<file path="src/common/lpt_pkg.sv">
package lpt_pkg;

  // Bus and value widths
  localparam int ADDR_W = 8;
  localparam int DATA_W = 16;
  localparam int TMR_W  = 16;
  localparam int BYTE_W = 8;

  // Register byte offsets
  localparam logic [ADDR_W-1:0] REG_CTRL      = 8'h00;
  localparam logic [ADDR_W-1:0] REG_MAXLEN    = 8'h04;
  localparam logic [ADDR_W-1:0] REG_RETRY     = 8'h08;
  localparam logic [ADDR_W-1:0] REG_DIV       = 8'h0c;
  localparam logic [ADDR_W-1:0] REG_RTM       = 8'h10;
  localparam logic [ADDR_W-1:0] REG_IDL       = 8'h14;
  localparam logic [ADDR_W-1:0] REG_TPL       = 8'h18;
  localparam logic [ADDR_W-1:0] REG_STATUS    = 8'h1c;
  localparam logic [ADDR_W-1:0] REG_RTX_CNT   = 8'h20;
  localparam logic [ADDR_W-1:0] REG_RETRY_EXT = 8'h28;

  // Control fields
  localparam int CTRL_EXT_BIT    = 0;
  localparam int CTRL_POLL_BIT   = 1;
  localparam int CTRL_RTS_BIT    = 2;
  localparam int CTRL_TRANSP_BIT = 3;
  localparam int CTRL_RUN_BIT    = 4;
  localparam logic [DATA_W-1:0] CTRL_RST = 16'h0000;
  localparam logic [DATA_W-1:0] VAL_RST  = 16'h0000;

  // Status fields
  localparam int ST_DISC_BIT  = 0;
  localparam int ST_EXH_BIT   = 1;
  localparam int ST_T1RUN_BIT = 2;
  localparam int ST_T3RUN_BIT = 3;
  localparam int ST_SEND_BIT  = 4;
  localparam int ST_DROP_BIT  = 5;

  // Extended retry value sits in the upper byte
  localparam int RETRY_EXT_LSB = 8;

  // Divider step and terminal counts
  localparam int PRESCALE_CLKS = 32;
  localparam logic [TMR_W:0]  LEN_LAST = 17'h1_0001;
  localparam logic [BYTE_W:0] RTX_LAST = 9'h101;

  // Extended block picks the whole word, else the low byte
  function automatic logic [TMR_W-1:0] sel_val(input logic ext, input logic [TMR_W-1:0] ext_word,
                                               input logic [BYTE_W-1:0] norm_byte);
    sel_val = ext ? ext_word : {{(TMR_W-BYTE_W){1'b0}}, norm_byte};
  endfunction

endpackage

</file>
<file path="src/design/lpt_tick_div.sv">
`timescale 1ns/10ps
module lpt_tick_div
  import lpt_pkg::*;
#(
  parameter int W = lpt_pkg::TMR_W
) (
  // Clock and reset
  input  wire logic         clk,
  input  wire logic         rstn,
  // Control
  input  wire logic         run,
  input  wire logic         ext,
  input  wire logic [W-1:0] period,
  // Scaled tick
  output logic              tick
);
  import lpt_pkg::*;

  localparam int PW = $clog2(PRESCALE_CLKS);
  localparam logic [PW-1:0] PRESC_LAST = PW'(PRESCALE_CLKS - 1);

  logic [PW-1:0] presc_q, presc_d;
  logic [W:0]    cnt_q, cnt_d;
  logic [W:0]    limit;
  logic          tick_q, tick_d;
  logic          step;

  // Zero selects the longest period
  always_comb begin
    if (ext) begin
      limit = (period == '0) ? {1'b1, {W{1'b0}}} : {1'b0, period};
    end else begin
      limit = (period[BYTE_W-1:0] == '0) ? (W+1)'(1 << BYTE_W) : (W+1)'(period[BYTE_W-1:0]);
    end
  end

  assign step = run && (presc_q == PRESC_LAST);

  always_comb begin
    presc_d = run ? presc_q + 1'b1 : '0;
    cnt_d   = cnt_q;
    tick_d  = 1'b0;
    if (!run) begin
      cnt_d = '0;
    end else if (step) begin
      if (cnt_q >= limit) begin
        cnt_d  = '0;
        tick_d = 1'b1;
      end else begin
        cnt_d = cnt_q + 1'b1;
      end
    end
  end

  always_ff @(posedge clk or negedge rstn) begin
    if (!rstn) begin
      presc_q <= '0;
      cnt_q   <= '0;
      tick_q  <= 1'b0;
    end else begin
      presc_q <= presc_d;
      cnt_q   <= cnt_d;
      tick_q  <= tick_d;
    end
  end

  assign tick = tick_q;

  // Cycles since the last tick, for checking only
  logic [23:0] gap_q;
  logic        seen_q;
  always_ff @(posedge clk or negedge rstn) begin
    if (!rstn) begin
      gap_q  <= '0;
      seen_q <= 1'b0;
    end else begin
      gap_q  <= tick_q ? 24'h00_0001 : gap_q + 24'h00_0001;
      seen_q <= seen_q || tick_q;
    end
  end
endmodule

</file>
<file path="src/design/lpt_timer.sv">
`timescale 1ns/10ps
module lpt_timer #(
  parameter int W = 16
) (
  // Clock and reset
  input  wire logic         clk,
  input  wire logic         rstn,
  // Control
  input  wire logic         start,
  input  wire logic         stop,
  input  wire logic         tick,
  input  wire logic [W-1:0] val,
  // State
  output logic              expired,
  output logic              running
);

  logic [W-1:0] cnt_q, cnt_d;
  logic         run_q, run_d;
  logic         exp_q, exp_d;

  always_comb begin
    cnt_d = cnt_q;
    run_d = run_q;
    exp_d = 1'b0;
    if (stop) begin
      run_d = 1'b0;
    end else if (start) begin
      cnt_d = val;
      run_d = 1'b1;
    end else if (run_q && tick) begin
      if (cnt_q == {W{1'b1}}) begin
        cnt_d = val;
        exp_d = 1'b1;
      end else begin
        cnt_d = cnt_q + 1'b1;
      end
    end
  end

  always_ff @(posedge clk or negedge rstn) begin
    if (!rstn) begin
      cnt_q <= '0;
      run_q <= 1'b0;
      exp_q <= 1'b0;
    end else begin
      cnt_q <= cnt_d;
      run_q <= run_d;
      exp_q <= exp_d;
    end
  end

  assign expired = exp_q;
  assign running = run_q;
endmodule

</file>
<file path="src/design/lpt_top.sv">
// Functional notes
// - Five counter/timers take start values written by the host.
// - Frame length limit is two's complement of length minus one; longer frames dropped.
// - Retry limit is two's complement of retries minus one; stop when reached.
// - Extended block option takes retry limit from upper byte of extension word.
// - Divider steps every 32 clocks; at terminal count ticks timers and reloads.
// - Retransmit, idle and poll timers count divider ticks, not clocks.
// - Divider value is its period; extended option uses full 16-bit word; the code counts value plus one 32-clock steps.
// - Divider one gives 64 clocks; zero gives 8224 or 2,097,184.
// - Missing response at retransmit timer expiry resends the control frame.
// - Link idle timer expiry marks the link disconnected.
// - With idle polling on, idle expiry starts an RR poll sequence instead.
// - Link idle timer is off while RTS control or transparent mode is set.
// - Transmit poll timer sets the interval between transmit ring checks.
// - No queued frame goes out before poll expiry, demand, or protocol reception.
// - At poll expiry every available frame in the ring is sent.
`timescale 1ns/10ps
module lpt_top (
  // Clock and reset
  input  wire logic                        clk,
  input  wire logic                        rstn,
  // Register port
  input  wire logic [lpt_pkg::ADDR_W-1:0]  addr,
  input  wire logic [lpt_pkg::DATA_W-1:0]  wdata,
  input  wire logic                        wr,
  input  wire logic                        rd,
  output logic      [lpt_pkg::DATA_W-1:0]  rdata,
  // Frame engine events
  input  wire logic                        rx_frame_start,
  input  wire logic                        rx_byte,
  input  wire logic                        rx_frame_valid,
  input  wire logic                        ctrl_frame_sent,
  input  wire logic                        response_rcvd,
  input  wire logic                        tx_demand,
  input  wire logic                        tx_frames_avail,
  // Frame engine requests
  output logic                             frame_discard,
  output logic                             retransmit_req,
  output logic                             retry_exhausted,
  output logic                             link_disconnected,
  output logic                             idle_poll_req,
  output logic                             tx_send_en
);
  import lpt_pkg::*;

  // Host-written values
  logic [DATA_W-1:0] ctrl_q, ctrl_d;
  logic [DATA_W-1:0] maxlen_q, maxlen_d;
  logic [DATA_W-1:0] retry_q, retry_d;
  logic [DATA_W-1:0] div_q, div_d;
  logic [DATA_W-1:0] rtm_q, rtm_d;
  logic [DATA_W-1:0] idl_q, idl_d;
  logic [DATA_W-1:0] tpl_q, tpl_d;
  logic [DATA_W-1:0] retry_ext_q, retry_ext_d;
  logic [DATA_W-1:0] rdata_q, rdata_d;

  logic ext_init_block_en;
  logic idle_poll_en;
  logic rts_ctrl_en;
  logic transparent;
  logic run;

  assign ext_init_block_en = ctrl_q[CTRL_EXT_BIT];
  assign idle_poll_en      = ctrl_q[CTRL_POLL_BIT];
  assign rts_ctrl_en       = ctrl_q[CTRL_RTS_BIT];
  assign transparent       = ctrl_q[CTRL_TRANSP_BIT];
  assign run               = ctrl_q[CTRL_RUN_BIT];

  // Frame length, retry and link state
  logic [TMR_W:0]  len_cnt_q, len_cnt_d;
  logic            drop_q, drop_d;
  logic            discard_q, discard_d;
  logic [BYTE_W:0] rtx_cnt_q, rtx_cnt_d;
  logic            exh_q, exh_d;
  logic            rtx_req_q, rtx_req_d;
  logic            disc_q, disc_d;
  logic            poll_req_q, poll_req_d;
  logic            send_q, send_d;

  // Timer wiring
  logic              tick;
  logic              rtm_exp, rtm_run, rtm_start, rtm_stop;
  logic              idl_exp, idl_run, idl_start, idl_stop, idl_en;
  logic              tpl_exp, tpl_run;
  logic              rx_proto;
  logic [TMR_W-1:0]  retry_word;
  logic [BYTE_W-1:0] retry_val;
  logic              rtx_allowed;

  assign retry_word = sel_val(ext_init_block_en, {{BYTE_W{1'b0}}, retry_ext_q[RETRY_EXT_LSB +: BYTE_W]},
                              retry_q[BYTE_W-1:0]);
  assign retry_val  = retry_word[BYTE_W-1:0];

  // Register port
  always_comb begin
    ctrl_d      = ctrl_q;
    maxlen_d    = maxlen_q;
    retry_d     = retry_q;
    div_d       = div_q;
    rtm_d       = rtm_q;
    idl_d       = idl_q;
    tpl_d       = tpl_q;
    retry_ext_d = retry_ext_q;
    rdata_d     = '0;
    if (wr) begin
      case (addr)
        REG_CTRL:      ctrl_d      = wdata;
        REG_MAXLEN:    maxlen_d    = wdata;
        REG_RETRY:     retry_d     = wdata;
        REG_DIV:       div_d       = wdata;
        REG_RTM:       rtm_d       = wdata;
        REG_IDL:       idl_d       = wdata;
        REG_TPL:       tpl_d       = wdata;
        REG_RETRY_EXT: retry_ext_d = wdata;
        default:       ctrl_d      = ctrl_q;
      endcase
    end
    if (rd) begin
      case (addr)
        REG_CTRL:      rdata_d = ctrl_q;
        REG_MAXLEN:    rdata_d = maxlen_q;
        REG_RETRY:     rdata_d = retry_q;
        REG_DIV:       rdata_d = div_q;
        REG_RTM:       rdata_d = rtm_q;
        REG_IDL:       rdata_d = idl_q;
        REG_TPL:       rdata_d = tpl_q;
        REG_RETRY_EXT: rdata_d = retry_ext_q;
        REG_RTX_CNT:   rdata_d = {{(DATA_W-BYTE_W-1){1'b0}}, rtx_cnt_q};
        REG_STATUS: begin
          rdata_d[ST_DISC_BIT]  = disc_q;
          rdata_d[ST_EXH_BIT]   = exh_q;
          rdata_d[ST_T1RUN_BIT] = rtm_run;
          rdata_d[ST_T3RUN_BIT] = idl_run;
          rdata_d[ST_SEND_BIT]  = send_q;
          rdata_d[ST_DROP_BIT]  = drop_q;
        end
        default:       rdata_d = '0;
      endcase
    end
  end

  always_ff @(posedge clk or negedge rstn) begin
    if (!rstn) begin
      ctrl_q      <= CTRL_RST;
      maxlen_q    <= VAL_RST;
      retry_q     <= VAL_RST;
      div_q       <= VAL_RST;
      rtm_q       <= VAL_RST;
      idl_q       <= VAL_RST;
      tpl_q       <= VAL_RST;
      retry_ext_q <= VAL_RST;
      rdata_q     <= '0;
    end else begin
      ctrl_q      <= ctrl_d;
      maxlen_q    <= maxlen_d;
      retry_q     <= retry_d;
      div_q       <= div_d;
      rtm_q       <= rtm_d;
      idl_q       <= idl_d;
      tpl_q       <= tpl_d;
      retry_ext_q <= retry_ext_d;
      rdata_q     <= rdata_d;
    end
  end

  assign rdata = rdata_q;

  // Shared scaled tick
  lpt_tick_div #(.W(TMR_W)) u_div (
    .clk    (clk),
    .rstn   (rstn),
    .run    (run),
    .ext    (ext_init_block_en),
    .period (div_q),
    .tick   (tick)
  );

  // Retransmit timer runs until the response arrives or retries run out
  assign rtm_start = run && ctrl_frame_sent;
  assign rtm_stop  = !run || response_rcvd || (rtm_exp && !rtx_allowed);

  lpt_timer #(.W(TMR_W)) u_rtm (
    .clk     (clk),
    .rstn    (rstn),
    .start   (rtm_start),
    .stop    (rtm_stop),
    .tick    (tick),
    .val     (rtm_q),
    .expired (rtm_exp),
    .running (rtm_run)
  );

  // Idle timer restarts on each good frame
  assign idl_en    = run && !rts_ctrl_en && !transparent;
  assign idl_start = idl_en && (!idl_run || rx_frame_valid);
  assign idl_stop  = !idl_en;

  lpt_timer #(.W(TMR_W)) u_idl (
    .clk     (clk),
    .rstn    (rstn),
    .start   (idl_start),
    .stop    (idl_stop),
    .tick    (tick),
    .val     (idl_q),
    .expired (idl_exp),
    .running (idl_run)
  );

  // Transmit poll timer free-runs while enabled
  lpt_timer #(.W(TMR_W)) u_tpl (
    .clk     (clk),
    .rstn    (rstn),
    .start   (run && !tpl_run),
    .stop    (!run),
    .tick    (tick),
    .val     (tpl_q),
    .expired (tpl_exp),
    .running (tpl_run)
  );

  assign rx_proto    = rx_frame_valid && !transparent;
  assign rtx_allowed = (rtx_cnt_q != RTX_LAST);

  // Frame length, retry, idle and transmit gating
  always_comb begin
    len_cnt_d  = len_cnt_q;
    drop_d     = drop_q;
    discard_d  = 1'b0;
    rtx_cnt_d  = rtx_cnt_q;
    exh_d      = exh_q;
    rtx_req_d  = 1'b0;
    disc_d     = disc_q;
    poll_req_d = 1'b0;
    send_d     = send_q;
    if (rx_frame_start) begin
      len_cnt_d = {1'b0, maxlen_q};
      drop_d    = 1'b0;
    end else if (rx_byte && !drop_q) begin
      if (len_cnt_q == LEN_LAST) begin
        drop_d    = 1'b1;
        discard_d = 1'b1;
      end else begin
        len_cnt_d = len_cnt_q + 1'b1;
      end
    end
    if (rtm_start) begin
      rtx_cnt_d = {1'b0, retry_val};
      exh_d     = 1'b0;
    end else if (rtm_exp && rtm_run) begin
      if (rtx_allowed) begin
        rtx_req_d = 1'b1;
        rtx_cnt_d = rtx_cnt_q + 1'b1;
      end else begin
        exh_d = 1'b1;
      end
    end
    // A good frame clears the disconnect, but a same-cycle expiry with polling off wins
    if (rx_frame_valid || !run) begin
      disc_d = 1'b0;
    end
    if (idl_exp && idl_run) begin
      if (idle_poll_en) begin
        poll_req_d = 1'b1;
      end else begin
        disc_d = 1'b1;
      end
    end
    // Drain holds until the ring is empty so every ready frame goes
    if (!tx_frames_avail || !run) begin
      send_d = 1'b0;
    end else if (tpl_exp || tx_demand || rx_proto) begin
      send_d = 1'b1;
    end
  end

  always_ff @(posedge clk or negedge rstn) begin
    if (!rstn) begin
      len_cnt_q  <= '0;
      drop_q     <= 1'b0;
      discard_q  <= 1'b0;
      rtx_cnt_q  <= '0;
      exh_q      <= 1'b0;
      rtx_req_q  <= 1'b0;
      disc_q     <= 1'b0;
      poll_req_q <= 1'b0;
      send_q     <= 1'b0;
    end else begin
      len_cnt_q  <= len_cnt_d;
      drop_q     <= drop_d;
      discard_q  <= discard_d;
      rtx_cnt_q  <= rtx_cnt_d;
      exh_q      <= exh_d;
      rtx_req_q  <= rtx_req_d;
      disc_q     <= disc_d;
      poll_req_q <= poll_req_d;
      send_q     <= send_d;
    end
  end

  assign frame_discard     = discard_q;
  assign retransmit_req    = rtx_req_q;
  assign retry_exhausted   = exh_q;
  assign link_disconnected = disc_q;
  assign idle_poll_req     = poll_req_q;
  assign tx_send_en        = send_q;
endmodule

</file>
<file path="config.mk">
export PLATFORM = sky130hd
export DESIGN_NAME = lpt_top
export DESIGN_NICKNAME = d
export VERILOG_FILES = /design/src/common/lpt_pkg.sv /design/src/design/lpt_tick_div.sv /design/src/design/lpt_timer.sv /design/src/design/lpt_top.sv
export SDC_FILE = /design/constraint.sdc
export NUM_CORES = 1
export LEC_CHECK = 0
export BUFFER_PORTS_ARGS = -buffer_cell sky130_fd_sc_hd__clkbuf_2
export CAP_MARGIN = 20
export CORE_ASPECT_RATIO = 1.4
export CORE_MARGIN = 1.5
export CORE_UTILIZATION = 35
export CTS_BUF_LIST = sky130_fd_sc_hd__clkbuf_8
export DETAILED_ROUTE_END_ITERATION = 6
export GPL_ROUTABILITY_DRIVEN = 0
export MAX_ROUTING_LAYER = met4
export PLACE_DENSITY_LB_ADDON = 0.12
export SLEW_MARGIN = 15
export SYNTH_ARGS = -nofsm -noshare
export SYNTH_HDL_FRONTEND = slang
export SYNTH_SLANG_ARGS = --single-unit
</file>
<file path="constraint.sdc">
create_clock -name clk -period 4.8 [get_ports clk]
set_clock_uncertainty 0.05 [all_clocks]
set_input_delay 0.48 -clock clk [delete_from_list [all_inputs] [get_ports clk]]
set_output_delay 0.48 -clock clk [all_outputs]
set_load 0.05 [all_outputs]
</file>
==> results_dict.tcl <==
set metrics [dict create \
    run_status "complete, but fails checks" \
    violations "design-rule violations" \
    ys_ff_latch 254 \
    critPathLaunchType "flop" \
    syn_avg_cell_area_um2 10.1 \
    reg2reg_slack_ps 1330 \
    reg_top3 "len_cnt_q (17), u_div.cnt_q (17)" \
    cp_data_required_time_ps 5220 \
    synth-async-reset-ratio_pct 100 \
    tightestPinTransition_ps 948 \
    p_int_mw 3.63 \
    peakVddDrop_mv 0.156 \
    cts_tree "done" \
    final_common_cell "dfrtp_1" \
    rows 83 \
    synth_area_um2 13100 \
    grt_overflow_total 0 \
    yosysWarnings 0 \
    synth.distinct_cells 71 \
    synth_ff_type "dfrtp_1" \
    grt_setup_unrepaired "false" \
    setup.worst_path.end_class "flop" \
    cts.sinks 254 \
    die_area_um2 38700 \
    path_class "reg -> reg" \
    cts_root_buffer "clkbuf_8" \
    maxSlewViolCount 0 \
    cellPowerDensity_nw_per_um2 344 \
    arrival_ps 3890 \
    post_cts_resized 0 \
    syn_inst 1302 \
    holdPathEnd "tx_send_en" \
    io_buffer_count 56 \
    cts_max_path_buffers 3 \
    synth_fp_nets 1364 \
    fin_crit_ps 3470 \
    r2r-end "u_div.cnt_q[5]" \
    worstHoldStart "tx_frames_avail" \
    wl_um 43400 \
    p_clk_share_pct 41.5 \
    finalSetupViolCount 0 \
    maxCapViolCount 0 \
    hp-class "in -> reg" \
    grt_pass1_wl_um 66500 \
    seq_power_share_pct 48.6 \
    worstRegToRegCells 11 \
    drive_gt1_share_pct 22.1 \
    grt_start_max_net_pins 136 \
    antenna_found_initial 1 \
    fillers 3599 \
    timing.rr.start "div_q[1]" \
    viasPerCell 5.68 \
    setup_tns_ps 0 \
    seq_area_frac_synth_pct 48.4 \
    drtIter0Drc 806 \
    drc 7 \
    wl_per_cell_um 23.3 \
    utilization_pct 40.4 \
    design.core.area_um2 36900 \
    io_pins 57 \
    multi_input_area_um2 6400 \
    hold_viol 0 \
    power_leakage_nw 6.53 \
    grt_pass1_vias 10600 \
    timing.slew.headroom_pct 36.3 \
    area_growth_syn_to_layout_pct 13.3 \
    fin_crit_sh_pct 72.3 \
    p_sw_mw 1.49 \
    cts.clk_slew.worst_paths_ps 60 \
    final_cell_mix "254 x dfrtp_1, 123 x nand2_1, 111 x mux2_2" \
    dp_hpwl_um 30900 \
    ant_nets 0 \
    ff_latch_area_um2 6360 \
    swShare_pct 29.0 \
    clock.fmax_mhz 288 \
    dp_slack_ps 1310 \
    final_nets 1420 \
    comb_power_share_pct 9.9 \
    die_x_um 167 \
    start_util_pct 35.6 \
    synth_edf_count 0 \
    die_h_um 232 \
    h-tree-depth 2 \
    post_cts_buffers 0 \
    via_count 10600 \
    track_usage_pct 23.4 \
    min_path_cells 3 \
    fin_ws_ps 1330 \
    firstDrtPassIters 7 \
    cts_buffers 46 \
    critical_path.max_fanout 26 \
    worstSkewPairLatency_ps 600 \
]
worst max path at each step:
stage	cells past startpoint	start	to
2_1_floorplan	9	div_q[1]	u_div.cnt_q[6]
3_3_place_gp	11	div_q[1]	u_div.cnt_q[6]
3_5_place_dp	11	div_q[0]	u_div.cnt_q[6]
4_1_cts	11	div_q[0]	u_div.cnt_q[5]
5_1_grt	11	div_q[0]	u_div.cnt_q[6]
6_report	11	div_q[1]	u_div.cnt_q[5]
cells in the mapped netlist (4+ instances only):
master | count | area (um^2)
a22o_1 | 4 | 35.0
a21oi_1 | 111 | 556
nand2_2 | 6 | 37.5
ha_1 | 27 | 338
clkbuf_1 | 46 | 173
o31ai_1 | 4 | 30.0
a221oi_1 | 10 | 87.6
or4_1 | 4 | 30.0
xnor2_1 | 5 | 43.8
o311ai_0 | 5 | 43.8
mux4_2 | 4 | 90.1
o21ai_0 | 73 | 365
and2_1 | 8 | 50.1
a31oi_1 | 29 | 181
nand3_1 | 56 | 280
a21o_1 | 4 | 30.0
nor3_1 | 24 | 120
or3_1 | 4 | 25.0
mux2i_1 | 22 | 220
nor2_1 | 98 | 368
xor2_1 | 6 | 52.6
inv_1 | 33 | 124
and4_1 | 4 | 35.0
nor4_1 | 14 | 87.6
or2_2 | 7 | 43.8
a31o_2 | 4 | 35.0
nand2_1 | 123 | 462
and3_1 | 14 | 87.6
nor4b_1 | 4 | 35.0
a211oi_1 | 4 | 30.0
mux2_4 | 10 | 150
mux2_1 | 8 | 90.1
buf_2 | 16 | 80.1
dfrtp_1 | 254 | 6360
nand4_1 | 28 | 175
mux2_2 | 111 | 1250
o22ai_1 | 22 | 138
a22oi_1 | 30 | 225
nand2b_1 | 5 | 31.3
power by group through the flow:
stage                     Combinational [mW]  Sequential (mW)  Clock [mW]
after floorplan                        0.327             2.45           0
after global placement                 0.505             2.51           0
after detailed placement               0.510             2.52           0
after CTS                              0.513             2.48        2.18
after global routing                   0.575             2.50        2.28
final                                  0.508             2.48        2.12
what timing repair did:
action,CTS,global route
hold endpoints to repair,78,0
setup endpoints to repair,0,0
hold buffers,1,0
metrics by stage:
step / area [um^2] / total power [mW] / hold slack [ps] / std cells
4_1_cts: 14900 / 5.17 / 19.7 / 1862
3_5_place_dp: 13900 / 3.03 / 397 / 1776
3_3_place_gp: 13900 / 3.02 / 393 / 1776
6_report: 14900 / 5.11 / 51.2 / 1863
2_1_floorplan: 13100 / 2.77 / 134 / 1302
5_1_grt: 14900 / 5.35 / 43.4 / 1863
critical path: stages (launching register included):
cell and delay, ps:
dfrtp_1 410, or4_1 550, nor2_1 110, nand4b_1 80, or4_1 420, ha_1 310
nand4_1 120, nor2_1 60, o21ai_0 70, a31o_2 480, nand2_1 320, o311ai_0 370
cell families after synthesis:
group           after synthesis  share of synthesized area [%]
simple gates                419                           15.7
xor+xnor                     11                          0.734
fa+ha+maj                    27                           2.57
flops                       254                           48.4
mux                         155                           13.7
buf+inv                     103                           3.24
compound gates              333                           15.6
layer usage:
metal / vias up / track usage, % / part of all wire, %
met2: 227 / 40.3 / 51
met3: 77 / 3.12 / 3.3
met5: - / - / 0
met1: 5318 / 27.5 / 42
li1: 4960 / - / -
met4: 0 / 10.1 / 4.1
final cells by class:
cell class	count	area share (%)
multi-input combinational	945	43.0
sequential	254	42.7
clock buffer	61	5.64
tap	467	3.93
timing repair buffer	76	3.06
inverter	35	0.883
clock inverter	24	0.774
antenna	1	0.0168
(Power assumes the default switching activity.)
